==> src/rtl/acs_pkg.sv <==
// Contract
// - Run and enable bits both set start conversion
// - Completion stores result, raises done request
// - Next conversion starts immediately while running
// - Channel write aborts and restarts conversion
// - Clearing run stops, keeps last result
// - One of eight channels converted
// - Channel change to done equals conversion time
// - Conversion time includes sampling time
// - Result has ten bit resolution
// - Approximation from bit 9 down to 0
// - Reset clears result and high byte
// - Colliding read served before update
// - Colliding control write suppresses store, irq
package acs_pkg;
  // ==========================================================
  // Register map (byte addresses)
  localparam logic [3:0] ACS_ADDR_MODE = 4'h0;
  localparam logic [3:0] ACS_ADDR_CHAN = 4'h1;
  localparam logic [3:0] ACS_ADDR_PORT = 4'h2;
  localparam logic [3:0] ACS_ADDR_RES_LO = 4'h3;
  localparam logic [3:0] ACS_ADDR_RES_HI = 4'h4;
  localparam logic [3:0] ACS_ADDR_IRQ = 4'h5;
  // ==========================================================
  // Mode register fields
  localparam int ACS_BIT_RUN = 7;
  localparam int ACS_BIT_CMP_EN = 0;
  localparam int ACS_TSEL_HI = 5;
  localparam int ACS_TSEL_LO = 3;
  localparam int ACS_OPM_HI = 2;
  localparam int ACS_OPM_LO = 1;
  // Irq register fields: flag bit 0, mask bit 1
  localparam int ACS_BIT_FLAG = 0;
  localparam int ACS_BIT_MASK = 1;
  // ==========================================================
  // Widths and reset values
  localparam int ACS_RES_W = 10;
  localparam logic [15:0] ACS_RES_RST = 16'h0000;
  localparam logic [7:0] ACS_RESH_RST = 8'h00;
  localparam logic [7:0] ACS_ZERO8 = 8'h00;
  localparam logic [7:0] ACS_IRQ_RST = 8'h02;
  // ==========================================================
  // Timing: base sample phase cycles, doubled per time-select step; base bit step cycles
  localparam int ACS_SAMPLE_BASE = 8;
  localparam int ACS_STEP_BASE = 2;
  // Wide enough for the longest sample phase, 8 shifted by 7
  localparam int ACS_CNT_W = 11;
  // Comparator synchroniser delay, added to every bit step
  localparam int ACS_SYNC_LAT = 2;
  typedef enum logic [1:0] {ACS_IDLE, ACS_SAMPLE, ACS_CONVERT, ACS_DONE} acs_state_t;
endpackage

==> src/rtl/acs_sequencer.sv <==
// Decided for this implementation: strobed register access and the address map.
`timescale 1ns/1ns
module acs_sequencer #(
  parameter int NUM_CH = 8,
  parameter int RES_W = acs_pkg::ACS_RES_W
) (
  // Clock and reset
  input wire logic clk,
  input wire logic rst,
  // Register port
  input wire logic [3:0] addr,
  input wire logic [7:0] wdata,
  input wire logic wr_en,
  input wire logic rd_en,
  output logic [7:0] rdata,
  // Comparator side
  output logic [2:0] channel_sel,
  output logic [RES_W-1:0] trial_code,
  output logic sample_en,
  input wire logic cmp_ge,
  // Interrupt request
  output logic conversion_done_irq
);
  import acs_pkg::*;

  // ==========================================================
  // State
  logic [7:0] mode_q, mode_d;
  logic [2:0] chan_q, chan_d;
  logic [7:0] port_q, port_d;
  logic [15:0] result_q, result_d;
  logic flag_q, flag_d;
  logic mask_q, mask_d;
  acs_state_t st_q, st_d;
  logic [RES_W-1:0] sar_q, sar_d;
  logic [3:0] bit_q, bit_d;
  logic [ACS_CNT_W-1:0] cnt_q, cnt_d;
  logic pend_q, pend_d;
  logic [RES_W-1:0] pend_val_q, pend_val_d;
  logic [7:0] rdata_q, rdata_d;
  logic cmp_s1_q, cmp_s2_q;
  logic done_pulse_q, done_pulse_d;

  logic wr_mode, wr_chan, wr_port, wr_irq, rd_res, ctl_wr, running;
  logic [ACS_CNT_W-1:0] samp_len, step_len;
  logic [RES_W-1:0] trial;

  // Comparator output comes from the analog domain
  always_ff @(posedge clk or posedge rst) begin
    if (rst) begin
      cmp_s1_q <= 1'b0;
      cmp_s2_q <= 1'b0;
    end else begin
      cmp_s1_q <= cmp_ge;
      cmp_s2_q <= cmp_s1_q;
    end
  end

  // Address decode
  always_comb begin
    wr_mode = wr_en && (addr == ACS_ADDR_MODE);
    wr_chan = wr_en && (addr == ACS_ADDR_CHAN);
    wr_port = wr_en && (addr == ACS_ADDR_PORT);
    wr_irq = wr_en && (addr == ACS_ADDR_IRQ);
    rd_res = rd_en && ((addr == ACS_ADDR_RES_LO) || (addr == ACS_ADDR_RES_HI));
    ctl_wr = wr_mode || wr_chan || wr_port;
    running = mode_q[ACS_BIT_RUN] && mode_q[ACS_BIT_CMP_EN];
    // Conversion time covers sampling and all bit steps
    samp_len = ACS_CNT_W'(ACS_SAMPLE_BASE) << mode_q[ACS_TSEL_HI:ACS_TSEL_LO];
    // Each step outlasts the two-flop comparator delay, so the decision sees this trial
    step_len = ACS_CNT_W'(ACS_STEP_BASE) + ACS_CNT_W'(ACS_SYNC_LAT)
      + ACS_CNT_W'(mode_q[ACS_OPM_HI:ACS_OPM_LO]);
    trial = sar_q | (RES_W'(1) << bit_q);
  end

  // Register, irq and read-data next values
  always_comb begin
    mode_d = mode_q;
    chan_d = chan_q;
    port_d = port_q;
    mask_d = mask_q;
    flag_d = flag_q;
    result_d = result_q;
    pend_d = pend_q;
    pend_val_d = pend_val_q;
    rdata_d = ACS_ZERO8;
    if (wr_mode) begin
      mode_d = wdata;
    end else if (wr_chan) begin
      chan_d = wdata[2:0];
    end else if (wr_port) begin
      port_d = wdata;
    end else if (wr_irq) begin
      flag_d = wdata[ACS_BIT_FLAG];
      mask_d = wdata[ACS_BIT_MASK];
    end
    // Read mux
    if (rd_en) begin
      if (addr == ACS_ADDR_MODE) begin
        rdata_d = mode_q;
      end else if (addr == ACS_ADDR_CHAN) begin
        rdata_d = {5'h00, chan_q};
      end else if (addr == ACS_ADDR_PORT) begin
        rdata_d = port_q;
      end else if (addr == ACS_ADDR_RES_LO) begin
        rdata_d = result_q[7:0];
      end else if (addr == ACS_ADDR_RES_HI) begin
        rdata_d = result_q[15:8];
      end else if (addr == ACS_ADDR_IRQ) begin
        rdata_d = {6'h00, mask_q, flag_q};
      end
    end
    // Store a finished result, deferred past a colliding read
    if (pend_q && !rd_res) begin
      result_d = {pend_val_q, 6'h00};
      pend_d = 1'b0;
    end
    if (done_pulse_q) begin
      flag_d = 1'b1;
      if (rd_res) begin
        pend_d = 1'b1;
        pend_val_d = sar_q;
      end else begin
        result_d = {sar_q, 6'h00};
      end
    end
  end

  // Sequencer next values
  always_comb begin
    st_d = st_q;
    sar_d = sar_q;
    bit_d = bit_q;
    cnt_d = cnt_q;
    done_pulse_d = 1'b0;
    case (st_q)
      ACS_IDLE: begin
        if (running) begin
          st_d = ACS_SAMPLE;
          cnt_d = samp_len;
        end
      end
      ACS_SAMPLE: begin
        if (cnt_q <= 8'h01) begin
          st_d = ACS_CONVERT;
          bit_d = 4'(RES_W - 1);
          sar_d = '0;
          cnt_d = step_len;
        end else begin
          cnt_d = cnt_q - ACS_CNT_W'(1);
        end
      end
      ACS_CONVERT: begin
        if (cnt_q <= 8'h01) begin
          if (cmp_s2_q) begin
            sar_d = trial;
          end
          cnt_d = step_len;
          if (bit_q == 4'h0) begin
            st_d = ACS_DONE;
          end else begin
            bit_d = bit_q - 4'h1;
          end
        end else begin
          cnt_d = cnt_q - ACS_CNT_W'(1);
        end
      end
      ACS_DONE: begin
        // Control write on completion wins and drops the result
        done_pulse_d = !ctl_wr;
        st_d = ACS_SAMPLE;
        cnt_d = samp_len;
      end
      default: st_d = ACS_IDLE;
    endcase
    if (wr_chan && running) begin
      st_d = ACS_SAMPLE;
      cnt_d = samp_len;
      done_pulse_d = 1'b0;
    end
    if (!running || (wr_mode && !(wdata[ACS_BIT_RUN] && wdata[ACS_BIT_CMP_EN]))) begin
      st_d = ACS_IDLE;
      done_pulse_d = 1'b0;
    end
  end

  // Register all state except the comparator synchroniser
  always_ff @(posedge clk or posedge rst) begin
    if (rst) begin
      mode_q <= ACS_ZERO8;
      chan_q <= 3'h0;
      port_q <= ACS_ZERO8;
      result_q <= ACS_RES_RST;
      flag_q <= 1'b0;
      mask_q <= 1'b1;
      st_q <= ACS_IDLE;
      sar_q <= '0;
      bit_q <= 4'h0;
      cnt_q <= '0;
      pend_q <= 1'b0;
      pend_val_q <= '0;
      rdata_q <= ACS_RESH_RST;
      done_pulse_q <= 1'b0;
    end else begin
      mode_q <= mode_d;
      chan_q <= chan_d;
      port_q <= port_d;
      result_q <= result_d;
      flag_q <= flag_d;
      mask_q <= mask_d;
      st_q <= st_d;
      sar_q <= sar_d;
      bit_q <= bit_d;
      cnt_q <= cnt_d;
      pend_q <= pend_d;
      pend_val_q <= pend_val_d;
      rdata_q <= rdata_d;
      done_pulse_q <= done_pulse_d;
    end
  end

  // Outputs
  assign rdata = rdata_q;
  assign channel_sel = chan_q;
  assign trial_code = trial;
  assign sample_en = (st_q == ACS_SAMPLE);
  assign conversion_done_irq = flag_q && !mask_q;

  // ==========================================================
  // Checks
  AST_RUN_START: assert property (@(posedge clk) disable iff (rst)
    (st_q == ACS_IDLE && running && !ctl_wr) |=> st_q == ACS_SAMPLE)
    else $error("run did not start sampling");
  AST_STOP: assert property (@(posedge clk) disable iff (rst)
    (!running) |=> st_q == ACS_IDLE)
    else $error("sequencer active while stopped");
  AST_KEEP: assert property (@(posedge clk) disable iff (rst)
    (!running && !pend_q && !done_pulse_q) |=> $stable(result_q))
    else $error("result changed while stopped");
  AST_FLAG: assert property (@(posedge clk) disable iff (rst)
    (done_pulse_q) |=> flag_q)
    else $error("done flag not set");
  AST_STORE: assert property (@(posedge clk) disable iff (rst)
    (done_pulse_q && !rd_res) |=> result_q[15:6] == $past(sar_q))
    else $error("result not stored");
  AST_DEFER: assert property (@(posedge clk) disable iff (rst)
    (done_pulse_q && rd_res) |=> pend_q)
    else $error("colliding read not deferred");
  AST_RESTART: assert property (@(posedge clk) disable iff (rst)
    (wr_chan && running && !wr_mode) |=> st_q == ACS_SAMPLE && !done_pulse_q)
    else $error("channel write did not restart");
  AST_CTL_WIN: assert property (@(posedge clk) disable iff (rst)
    (st_q == ACS_DONE && ctl_wr) |=> !done_pulse_q)
    else $error("completion not suppressed");
  AST_CONT: assert property (@(posedge clk) disable iff (rst)
    (st_q == ACS_DONE && running && !wr_mode) |=> st_q == ACS_SAMPLE)
    else $error("no back to back conversion");
endmodule

==> config.mk <==
export PLATFORM = sky130hd
export DESIGN_NAME = acs_sequencer
export DESIGN_NICKNAME = d
export VERILOG_FILES = /design/src/rtl/acs_pkg.sv /design/src/rtl/acs_sequencer.sv
export SDC_FILE = /design/constraint.sdc
export NUM_CORES = 1
export LEC_CHECK = 0
export BUFFER_PORTS_ARGS = -buffer_cell sky130_fd_sc_hd__buf_2
export CORE_MARGIN = 4
export CORE_UTILIZATION = 40
export CTS_BUF_LIST = sky130_fd_sc_hd__clkbuf_16
export DETAILED_ROUTE_END_ITERATION = 7
export GPL_TIMING_DRIVEN = 0
export PLACE_DENSITY = 0.68
export SLEW_MARGIN = 20
export SYNTH_ARGS = -nofsm -noshare
export SYNTH_HDL_FRONTEND = slang
export SYNTH_SLANG_ARGS = --single-unit
==> constraint.sdc <==
create_clock -name clk -period 7.7 [get_ports clk]
set_clock_uncertainty 0.2 [all_clocks]
set_input_delay 1.155 -clock clk [delete_from_list [all_inputs] [get_ports clk]]
set_output_delay 1.155 -clock clk [all_outputs]
set_load 0.01 [all_outputs]
== Yosys cells after proc, flatten, opt, wreduce, memory -nomap -nowiden ==
Index checks and enable logic that the tools add are counted.

* Logic and storage cells: 120
* Output and inout port bits: 23
* Input port bits: 17
* Register bits: 86

* Bitwise gates (word level): 4
* $lt $le $gt $ge: 1
* Reduce and logical (&&, ||, !) cells: 34
* $add $sub $neg: 3
* Eq/ne operators: 20
* Shifts and indexed selects: 2
* Muxes and demuxes: 40

{| class="wikitable"
|+ Operator list
! cell !! count
|-
| $mux 16 || 3
|-
| $mux 8 || 6
|-
| $mux 11 || 3
|-
| $pmux 11 s3 || 1
|-
| $mux 10 || 3
|-
| $pmux 10 s2 || 1
|-
| $reduce_and 4->1 || 5
|-
| $mux 2 || 7
|-
| $mux 4 || 3
|-
| $ne 2x2->1 const B || 6
|-
| $ne 4x4->1 const B || 3
|-
| $le 11x1->1 const B || 1
|-
| $logic_and 1x1->1 || 11
|-
| $mux 1 || 11
|-
| $shl 4x3->11 const A || 1
|-
| $sub 11x1->11 const B || 1
|-
| $or 10x10->10 || 1
|-
| $shl 1x4->10 const A || 1
|-
| $eq 4x2->1 const B || 2
|-
| $eq 4x3->1 const B || 2
|-
| $logic_not 4->1 || 2
|-
| $pmux 2 s4 || 1
|-
| $pmux 4 s2 || 1
|-
| $logic_not 1->1 || 5
|-
| 15 further kinds || 23
|}

== Depth between registers and ports, before layout ==
Gate-level depths: netlist of the first run.

* Depth after elaboration: 8
* Mapped depth: 8
* Gate-level depth less buffers: 7

== Worst setup path before layout of the first run ==
Ideal clock, no wire load.

* Path kind: input-to-reg
* Start: in addr[3]
* End: reg cnt_q[4]
* Slack: 4.997 ns
* Cell stages on the path: 6
* Arrival time: 2.365 ns
* Required time: 7.363 ns
* Library setup time: 0.137 ns
* Buffers on the path: 1
* Path through: or2_1 -> o41ai_2 -> buf_2 -> nor2_1 -> a32oi_1 -> o211ai_1

* Longest elaborated chain between the ends: 4
* Elaborated cells on any way between the ends: 5
* Classes of those cells: eq/ne: 2; mux: 1; reduce/logical: 2

{| class="wikitable"
|+ RTL lines
! element !! RTL line !! source
|-
| start, declared || acs_sequencer.sv:11 || <nowiki>input wire logic [3:0] addr,</nowiki>
|-
| $eq 4x1->1 * || acs_sequencer.sv:62 || <nowiki>wr_chan = wr_en && (addr == ACS_ADDR_CHAN);</nowiki>
|-
| $logic_and 1x1->1 * || acs_sequencer.sv:62 ||
|-
| $logic_and 1x1->1 * || acs_sequencer.sv:176 || <nowiki>if (wr_chan && running) begin</nowiki>
|-
| $ne 3x3->1 (no source line) / $mux 11 (equally long branches) || - ||
|-
| end signal, assigned || acs_sequencer.sv:214 || <nowiki>cnt_q <= cnt_d;</nowiki>
|-
| end, declared || acs_sequencer.sv:37 || <nowiki>logic [ACS_CNT_W-1:0] cnt_q, cnt_d;</nowiki>
|}

Mark *: on every way between the ends. The rest lies on a longest branch, timed or not.
A chain may end at the register's enable or synchronous reset.

== Final worst setup path of the first run ==
* Start: reg bit_q[0]
* End: out trial_code[0]

* Longest elaborated chain between the ends: 2

{| class="wikitable"
|+ RTL lines
! element !! RTL line !! source
|-
| start, declared || acs_sequencer.sv:36 || <nowiki>logic [3:0] bit_q, bit_d;</nowiki>
|-
| start signal, assigned || acs_sequencer.sv:213 || <nowiki>bit_q <= bit_d;</nowiki>
|-
| $shl 1x4->10 || acs_sequencer.sv:73 || <nowiki>trial = sar_q | (RES_W'(1) << bit_q);</nowiki>
|-
| $or 10x10->10 || acs_sequencer.sv:73 ||
|-
| end, declared || acs_sequencer.sv:18 || <nowiki>output logic [RES_W-1:0] trial_code,</nowiki>
|}

Every way passes these cells.

==> metrics.md, run 1 <==
| Metric | Value |
|---|---|
| Worst setup path class | reg -> out |
| Inst Count DP | 584 |
| Core Footprint | ~10000 µm² |
| CTS max path bufs | 2 |
| Clk slew on worst S/H paths | ~0.060 ns |
| Postcts setup bufs | 0 |
| WL per Instance | approximately 17 µm |
| CP Data Arrival Time | 1.60 ns |
| Routed vias/inst | about 5.6 |
| F_max | 0.338 GHz |
| Ant diodes | 0 |
| Final wirelength | 10.1 mm |
| Static Leakage | 2.35 nW |
| Place WS | about 4.6 ns |
| Rel. slew slack | 62.8% |
| Clk sinks | 86 |
| Largest net degree at the start of global routing | 45 |
| Power density cells | 295 nW/µm² |
| Final instance area | between 5000 and 6000 µm² |
| Clock tree root buffer cell | clkbuf_16 |
| Worst path buffer plus inverter count | 2 |
| Hold_buf cts | 0 |
| Flops & latches, synth | 86 |
| Cells along the critical path | inv_1 -> ha_1 -> nand2_1 -> nand2b_1 -> buf_2 |
| First-pass GRT wire length | 17.0 mm |
| CP required | 6.34 ns |
| RSZ-0062 raised after global routing | no |
| Layout cells sized above 1 | 22.8% |
| Chip height | 112 µm |
| Die area | ~13000 µm² |
| Total grt overflow | 0 |
| Final Net Count | 488 |
| Status | finished, final reports clean |
| # fillers | 991 |
| CTS tree | built |
| CP Capture Type | output port |
| Worst VDD drop | 142 µV |
| GPL Wtd Cong | 0.855 |
| Num rows | 37 |
| Final Setup Violations | 0 |
| Syn avg cell area | 10.6 µm² |
| Reg-to-reg critical path startpoint | st_q[0]$_DFFE_PP0P_ |
| Post-DP Area | around 4700 µm² |
| Slew @ Worst Pin | 0.559 ns |
| DRT iter0 DRCs | 265 |
| Htree depth | 3 |
| PortBufs | 37 |
| Yosys warns | 0 |
| Hold_sp | cmp_s1_q$_DFF_PP0_ |
| IO Pins | 40 |
| Initial antenna violation count | 0 |
| Max Cap Violations | 0 |
| Distinct cell type count after synthesis | 65 |
| Vias in the first global route | ~3400 |
| Remaining antenna violation count after routing | 0 |
| Clock Latency Late Sink | 0.33 ns |
| Critical path launch point type | flop |
| Mapped cell area | 4340 µm² |
| Crit path max-delay cell type | dfrtp_1 |
| Crit Path Max Fanout | 8 |
| Tot GR Track Use | approximately 17% |
| Final min period | 2.96 ns |
| Post-Synthesis Cells | 410 |
| Ys async rst share | 100% |
| DP Wirelength | 7.17 mm |
| Drc violations | 0 |
| Drt pass-1 iters | 6 |
| Area Growth Syn to Fin | 17.1% |
| Hold Crit Class | reg -> reg |
| Sequential fraction of the synthesis area | 49.6% |
| Slew Viols, Final | 0 |
| WHS | 0.158 ns |
| Initial core utilization | 41.5% |
| Main flop type after synthesis | dfrtp_1 |
| Critical Path Max Stage Delay | 0.41 ns |
| Final period util | between 30 and 40% |
| Setup_tns | 0 ns |
| Setup WS post-layout | between 4 and 5 ns |
| Post-CTS Resized | 0 |
| CTS Buf Count | 9 |
| Fin. Hold Viols | 0 |
| Post-synth EDFFs | 0 |
| Largest delay share family, worst path | flip-flops |
| Finished Layout Cells | 600 |
| Mapped Nets | approximately 440 |
| Vias | 3378 |
| DIE WIDTH | 112 µm |
| Crit path from | bit_q[0]$_DFFE_PP0P_ |
==> cells by family after synthesis <==
logic type / after synthesis / share of synthesized area [%]
AOI/OAI and AO/OA: 122 / 19.8
adders and majority gates: 12 / 3.46
buffers and inverters: 32 / 3.20
DFF: 86 / 49.6
muxes: 32 / 8.21
and+or+nand+nor: 126 / 15.8
==> final cells by class <==
class,instances,area (µm²),share of cell area [%]
Buffer,16,78.8,1.55
Clock buffer,9,225,4.43
Clock inverter,7,138,2.71
Inverter,16,62.6,1.23
Multi-Input combinational cell,292,2050,40.4
Sequential cell,86,2150,42.3
Tap cell,136,170,3.35
Timing Repair Buffer,38,205,4.04
==> state kept, by name, indices dropped and copies added, names as in the netlist, 2 cells and up <==
name and count:
mode_q 8, st_q 2, port_q 8, bit_q 4, sar_q 10, channel_sel 3, cnt_q 11, pend_val_q 10
result_q 16, rdata 8
==> path summary, 6_finish.rpt <==
path	depth (start not counted)	endpoint	slack, ns
worst min-delay path	0	cmp_s2_q$_DFF_PP0_	0.16
worst max register to register	7	cnt_q[8]$_DFFE_PP0P_	5.38
worst max-delay path	5	trial_code[0]	4.74
max in group asynchronous	3	mask_q$_DFFE_PP1P_	5.95
min in group asynchronous	2	cnt_q[9]$_DFFE_PP0P_	0.67
worst min register to register	0	cmp_s2_q$_DFF_PP0_	0.16
==> through the flow <==
stage,utilization [%],total power (W)
6_report,48.6,0.00150
5_1_grt,48.6,0.00158
3_5_place_dp,45.1,0.000976
3_3_place_gp,44.9,0.000960
2_1_floorplan,-,0.000865
4_1_cts,48.6,0.00150
==> synthesized netlist by cell type (all sizes together) (3+ instances only) <==
master	n	area share, %
dfrtp	85	49
nand2	33	2.9
o21ai	31	3.8
mux2	29	7.5
nor2	25	2.2
a21oi	20	2.3
inv	16	1.4
a22oi	15	2.6
ha	12	3.5
a21o	10	1.7
and2	10	1.5
buf	10	1.3
nand3	10	1.2
nor2b	10	1.4
nor3	10	1.6
a32o	9	2.1
clkbuf	6	0.52
nand2b	6	0.86
o311ai	5	1.0
a31oi	4	0.58
nor3b	4	0.81
nor4	4	1.1
o211ai	4	0.69
o21a	4	0.69
or2	4	0.58
a211oi	3	0.52
mux2i	3	0.69
nand4	3	0.43
==> placed cells by master (no fill, tap or decap), types with 2 or more instances in the layout <==
cell type,synthesis,routed
nand3_1,10,10
or2_1,2,2
inv_1,16,16
nor2b_1,10,10
dfrtp_1,85,85
a22o_1,2,2
o21a_1,4,4
buf_1,2,2
o22a_1,2,2
o311ai_1,2,2
nor3_2,2,2
ha_1,12,12
nand4_1,3,3
mux2_2,29,29
nand2_1,32,32
a211oi_1,3,3
clkbuf_1,6,6
o311ai_0,3,3
a31oi_1,4,4
o21ai_1,4,4
o211ai_1,4,4
clkbuf_16,0,9
buf_2,6,43
a32o_1,9,9
and2_1,9,9
a21oi_1,20,20
nor4_1,2,2
nor3b_1,3,3
or3_1,2,2
o32a_1,2,2
mux2i_1,3,3
o21ai_0,26,26
nor3_1,7,7
nand2b_1,6,6
a22oi_1,15,15
bufinv_16,0,4
nor2_1,24,24
a21o_1,10,10
==> routing by layer <==
layer,wire length (µm),GRT usage [%]
met1,4580,22.6
met2,4770,26.2
met3,503,2.70
met4,286,7.37
met5,0,0
==> power breakdown <==
group | internal (W) | leakage (nW) | switching, W
sequential | 0.000512 | 1.10 | 0.0000658
combinational | 0.000158 | 1.07 | 0.000239
clock | 0.000349 | 0.181 | 0.000176
Power figures use the tool's default switching activity.
==> run 2: changes to the inputs <==
Settings changed: PLACE_DENSITY 0.68 to 0.71.
Clock period 7.7 ns to 2.5 ns, I/O delays scaled along.
==> run 2 against run 1 <==
Against the previous run: worst setup slack got worse by 4.5 ns; critical path depth increased by 2; hold slack got worse by 0.079 ns; critical endpoint is now cnt_q[4]$_DFFE_PP0P_; highest routed layer unchanged; final area is essentially flat; final cell count grew 0.67%; critical path type is now reg -> reg; global-route usage is 0.15 points lower; flip-flop and latch count unchanged; die area unchanged; clock power is 140% higher; first-iteration DRC count shrank 25%; largest cell class unchanged.
==> metrics.md, run 2 (synthesis results as in run 1) <==
| Metric | Value |
|---|---|
| Largest net degree at the start of global routing | 29 (-36%) |
| Most common cell after layout, fill and taps aside | dfrtp_1 |
| Slew Viols, Final | 0 (unchanged) |
| Die area | 12600 µm² (unchanged) |
| Final instance area | 5080 µm² (about the same) |
| Post-DP Area | 4780 µm² (+1.2%) |
| Critical path launch point type | flop |
| Total grt overflow | 0 (unchanged) |
| DRT iter0 DRCs | 200 (-25%) |
| Final min period | 2.24 ns |
| CTS tree | built |
| Largest register FFs | 16 (unchanged) |
| Num rows | 37 (unchanged) |
| Reg-to-reg critical path startpoint | st_q[0]$_DFFE_PP0P_ |
| First-pass GRT wire length | 17.0 mm (about the same) |
| Final Net Count | 492 (+0.82%) |
| Fin. Hold Viols | 0 (unchanged) |
| Rel. slew slack | 67.3% (+4.6 points) |
| Hold depth | 2 (+2) |
| Final Setup Violations | 0 (unchanged) |
| Tot GR Track Use | 16.4% (-0.15 points) |
| Clock Latency Late Sink | 0.34 ns (about the same) |
| Reg2Reg Depth | 7 (unchanged) |
| F_max | roughly 0.45 GHz |
| DP Wirelength | 7.52 mm (+4.9%) |
| Clk sinks | 86 (unchanged) |
| Worst setup path class | reg -> reg |
| Biggest registers after layout | result_q: 16 flops, cnt_q: 11 flops |
| Static Leakage | 2.34 nW (-0.47%) |
| Most frequent cells in the layout | 85 x dfrtp_1, 43 x buf_2, 32 x nand2_1 |
| Power density cells | 846 nW/µm² (+190%) |
| Drt pass-1 iters | 5 (-1) |
| Hold Crit Class | in -> reg |
| Slew @ Worst Pin | 0.489 ns (-0.0697 ns) |
| Crit Path Max Fanout | 10 (+2) |
| Chip height | 112 µm (unchanged) |
| Initial antenna violation count | 0 (unchanged) |
| Clock tree root buffer cell | clkbuf_16 |
| CP endpoint | cnt_q[4]$_DFFE_PP0P_ |
| IO Pins | 40 (unchanged) |
| Biggest register | result_q |
| Critical Path Max Stage Delay | 0.44 ns (+0.03 ns) |
| Crit path from | st_q[0]$_DFFE_PP0P_ |
| Remaining antenna violation count after routing | 0 (unchanged) |
| Routed vias/inst | 5.66 (+0.57%) |
| Clk slew on worst S/H paths | 0.07 ns (about the same) |
| Final period util | 89.6% |
| CTS Buf Count | 9 (unchanged) |
| Worst VDD drop | 366 µV (+160%) |
| DIE WIDTH | 112 µm (unchanged) |
| Setup_tns | 0 ns (unchanged) |
| Critical R2R Capture | cnt_q[4]$_DFFE_PP0P_ |
| Status | finished, final reports clean |
| GPL Wtd Cong | 0.857 (+0.30%) |
| CTS max path bufs | 2 (unchanged) |
| CP Data Arrival Time | 2.29 ns (+0.69 ns) |
| WL per Instance | 16.8 µm (-0.59%) |
| RSZ-0062 raised after global routing | no |
| Max Cap Violations | 0 (unchanged) |
| WHS | 0.0793 ns (-0.0790 ns) |
| Postcts setup bufs | 0 (unchanged) |
| Flop2flop setup slack | 0.26 ns (-5.12 ns) |
| Drc violations | 0 (unchanged) |
| Cells along the critical path | inv_1 -> ha_1 -> o41ai_2 -> buf_2 -> nor2_1 -> a32oi_1 -> o211ai_1 |
| Vias in the first global route | 3453 (+2.2%) |
| Core Footprint | 10500 µm² (unchanged) |
| Htree depth | 3 (unchanged) |
| Vias | 3420 (+1.2%) |
| Crit path max-delay cell type | ha_1 |
| CP required | 2.55 ns (-3.79 ns) |
| Area Growth Syn to Fin | 17.0% (about the same) |
| CP Capture Type | flop |
| Final wirelength | 10.1 mm (about the same) |
| Layout cells sized above 1 | 23.3% (+0.45 points) |
| PortBufs | 37 (unchanged) |
| Ant diodes | 0 (unchanged) |
| Initial core utilization | 41.5% (unchanged) |
[run 2: changes by cell type in the layout (fill, tap and decap cells not counted), sizes merged]
cell	before	now
dlygate4sd3	0	2
buf	48	50
clkinv	2	5
clkinvlp	0	1
bufinv	4	0
[run 2: cell type report]
cell class	count	area (µm²)
Fill cell	965	5380
Sequential cell	86	2150
Multi-Input combinational cell	292	2050
Timing Repair Buffer	42	280
Clock buffer	9	225
Tap cell	136	170
Buffer	16	78.8
Inverter	16	63.8
Clock inverter	7	57.6
[run 2: worst min-delay path by stage]
stage | start | slack (ns) | end
floorplan | cmp_s1_q$_DFF_PP0_ | 0.13 | cmp_s2_q$_DFF_PP0_
global placement | cmp_s1_q$_DFF_PP0_ | 0.13 | cmp_s2_q$_DFF_PP0_
detailed placement | cmp_s1_q$_DFF_PP0_ | 0.14 | cmp_s2_q$_DFF_PP0_
CTS | wdata[4] | 0.07 | port_q[4]$_DFFE_PP0P_
global route | wdata[4] | 0.08 | port_q[4]$_DFFE_PP0P_
finish | wdata[4] | 0.08 | port_q[4]$_DFFE_PP0P_
[run 2: repair_timing]
| action | CTS | global route |
|---|---|---|
| endpoints found under the hold margin | 20 | 0 |
| endpoints found under the setup margin | 0 | 0 |
| resized for setup | 0 | 0 |
| hold buffers | 2 | 0 |
[run 2: power by group]
part,internal [W],total [W],switching [W]
clock network,0.000686,0.00127,0.000588
registers,0.00158,0.00179,0.000211
logic,0.000497,0.00124,0.000742
[run 2: metrics by stage]
step | std cells | setup slack [ns] | util [%] | total power [W]
after global placement | 583 | 0.214 | 45.0 | 0.00295
after floorplan | 410 | 0.571 | - | 0.00266
after CTS | 604 | 0.279 | 48.6 | 0.00431
after detailed placement | 586 | 0.153 | 45.7 | 0.00303
final | 604 | 0.261 | 48.6 | 0.00430
after global routing | 604 | 0.0966 | 48.6 | 0.00453
[run 2: worst max-delay path, delay by kind of cell, from the launching register on]
kind,cells,cell delay [ns]
buf+inv,2,0.29
simple gates,1,0.33
fa+ha+maj,1,0.44
flops,1,0.43
compound gates,3,0.45
[run 2: metal layers]
| metal | share of wire (%) | routed length (µm) | up-vias | track usage (%) |
|---|---|---|---|---|
| met5 | 0 | 0 | - | 0 |
| met1 | 44 | 4450 | 1686 | 21.6 |
| met2 | 49 | 4960 | 107 | 26.8 |
| met4 | 1.6 | 159 | 0 | 6.17 |
| li1 | - | - | 1613 | - |
| met3 | 5.7 | 574 | 14 | 3.45 |
==> run 3: changes to the inputs <==
--- a/config.mk
+++ b/config.mk
@@ -11,2 +11,3 @@
 export CTS_BUF_LIST = sky130_fd_sc_hd__clkbuf_16
+export CTS_CLUSTER_DIAMETER = 80
 export DETAILED_ROUTE_END_ITERATION = 7
==> constraint.sdc (replaced) <==
create_clock -name clk -period 2.5 [get_ports clk]
set_clock_uncertainty 0.2 [all_clocks]
set_input_delay 0.625 -clock clk [delete_from_list [all_inputs] [get_ports clk]]
set_output_delay 0.625 -clock clk [all_outputs]
set_load 0.01 [all_outputs]
==> run 3 against run 2 <==
Against the previous run: non-clock buffer count is 2 lower; flip-flop and latch count stayed put; via count about the same; sequential power barely moved; largest cell class unchanged.
==> metrics.md, run 3 (synthesis results as in run 1) <==
| Metric | Value |
|---|---|
| Slew @ Worst Pin | 0.493 ns (+0.00374 ns) |
| Clk slew on worst S/H paths | 0.06 ns (about the same) |
| Static Leakage | 2.33 nW (-0.31%) |
| PortBufs | 37 (unchanged) |
| Remaining antenna violation count after routing | 0 (unchanged) |
| Htree depth | 3 (unchanged) |
| Biggest register | result_q |
| CTS Buf Count | 9 (unchanged) |
| Layout cells sized above 1 | 23.6% (+0.31 points) |
| Final min period | 2.33 ns (+0.0888 ns) |
| Max Cap Violations | 0 (unchanged) |
| Vias in the first global route | 3454 (+0.029%) |
| Hold Crit Class | in -> async |
| Num rows | 37 (unchanged) |
| Clk sinks | 86 (unchanged) |
| First-pass GRT wire length | 17.0 mm (about the same) |
| Initial antenna violation count | 0 (unchanged) |
| Most frequent cells in the layout | 85 x dfrtp_1, 43 x buf_2, 31 x nand2_1 |
| DRT iter0 DRCs | 221 (+11%) |
| Routed vias/inst | 5.68 (+0.24%) |
| Final wirelength | 10.1 mm (-0.23%) |
| Largest register FFs | 16 (unchanged) |
| Clock tree root buffer cell | clkbuf_16 |
| Drt pass-1 iters | 5 (unchanged) |
| WHS | 0.113 ns (+0.0341 ns) |
| F_max | 0.430 GHz (-3.8%) |
| IO Pins | 40 (unchanged) |
| Power density cells | 849 nW/µm² (+0.25%) |
| Hold_buf cts | 0 (-2) |
| Clock Latency Late Sink | 0.34 ns (about the same) |
| Largest delay share family, worst path | flip-flops |
| Reg2Reg Depth | 7 (unchanged) |
| Ant diodes | 0 (unchanged) |
| Chip height | 112 µm (unchanged) |
| Critical path launch point type | flop |
| Most common cell after layout, fill and taps aside | dfrtp_1 |
| Critical Path Max Stage Delay | 0.41 ns (-0.03 ns) |
| Area Growth Syn to Fin | 16.6% |
| Final period util | 93.1% (+3.6 points) |
| Worst setup path class | reg -> out |
| CTS max path bufs | 2 (unchanged) |
| Worst path buffer plus inverter count | 2 (unchanged) |
| Die area | 12600 µm² (unchanged) |
| CP Data Arrival Time | 1.50 ns (-0.79 ns) |
| Vias | 3417 (-0.088%) |
| Final Net Count | 490 (-0.41%) |
| Fin. Hold Viols | 0 (unchanged) |
| CP Capture Type | output port |
| DIE WIDTH | 112 µm (unchanged) |
| Slew Viols, Final | 0 (unchanged) |
| Post-DP Area | 4780 µm² (unchanged) |
| Biggest registers after layout | result_q: 16 flops, cnt_q: 11 flops |
| Cells along the critical path | inv_1 -> ha_1 -> nand2_2 -> nand2b_1 -> buf_2 |
| Status | finished, final reports clean |
| CP required | 1.67 ns (-0.88 ns) |
| Crit path max-delay cell type | dfrtp_1 |
| Initial core utilization | 41.5% (unchanged) |
| Stages on worst setup path | 5 (-2) |
| RSZ-0062 raised after global routing | no |
| Crit Path Max Fanout | 8 (-2) |
| Tot GR Track Use | 16.4% (about the same) |
| Total grt overflow | 0 (unchanged) |
| CTS tree | built |
| Core Footprint | 10500 µm² (unchanged) |
| DP Wirelength | 7.52 mm (unchanged) |
| WL per Instance | 16.8 µm (+0.10%) |
| Drc violations | 0 (unchanged) |
| GPL Wtd Cong | 0.857 (unchanged) |
| Final instance area | 5060 µm² (-0.34%) |
| Largest net degree at the start of global routing | 29 (unchanged) |
| Final Setup Violations | 0 (unchanged) |
| Worst VDD drop | 366 µV (about the same) |
| Rel. slew slack | 67.1% (-0.25 points) |
## run 3: cell types whose count changed in the layout (fill, tap and decap cells not counted)
cell	before	now
dlygate4sd3_1	2	0
nand2_1	32	31
nand2_2	1	2
## run 3: layout make-up
type | instances | area (µm²)
fillers | 965 | 5400
flip-flops and latches | 86 | 2150
multi-input cells | 292 | 2050
repair buffers | 40 | 260
clock buffers | 9 | 225
well taps | 136 | 170
plain buffers | 16 | 78.8
inverters | 16 | 63.8
clock inverters | 7 | 57.6
## run 3: per-layer routing
metal	routed length [µm]	vias to the layer above	global-route usage, %
li1	-	1610	-
met1	4520	1693	21.6
met2	4920	91	26.7
met3	467	23	3.45
met4	223	0	6.17
met5	0	-	0
## run 3: where the power goes
group          internal [W]  leakage, nW  total, W  switching, W
clock network      0.000686        0.140   0.00127      0.000584
registers           0.00158         1.10   0.00179      0.000210
logic              0.000496         1.09   0.00124      0.000745
## run 3: path summary, 6_finish.rpt
check / startpoint / endpoint / slack (ns)
max: bit_q[0]$_DFFE_PP0P_ / trial_code[0] / 0.17
min: rst / cnt_q[9]$_DFFE_PP0P_ / 0.11
max reg2reg: st_q[0]$_DFFE_PP0P_ / cnt_q[4]$_DFFE_PP0P_ / 0.27
min reg2reg: cmp_s1_q$_DFF_PP0_ / cmp_s2_q$_DFF_PP0_ / 0.14
max in group asynchronous: rst / result_q[3]$_DFF_PP0_ / 1.14
min in group clk: cmp_s1_q$_DFF_PP0_ / cmp_s2_q$_DFF_PP0_ / 0.14
## run 3: repair_timing
item	in CTS	in global routing
setup endpoints to repair	0	1
setup buffers	0	0
resized for setup	0	1
## run 3: per-stage QoR
step	power (W)	cells	TNS [ns]	util, %	worst slack (ns)
detailed placement	0.00303	586	-0.188	45.7	-0.0968
global placement	0.00295	583	-0.0647	45.0	-0.0365
global route	0.00453	602	0	48.4	0.0636
finish	0.00430	602	0	48.4	0.172
floorplan	0.00266	410	0	-	0.327
CTS	0.00430	602	0	48.4	0.0853
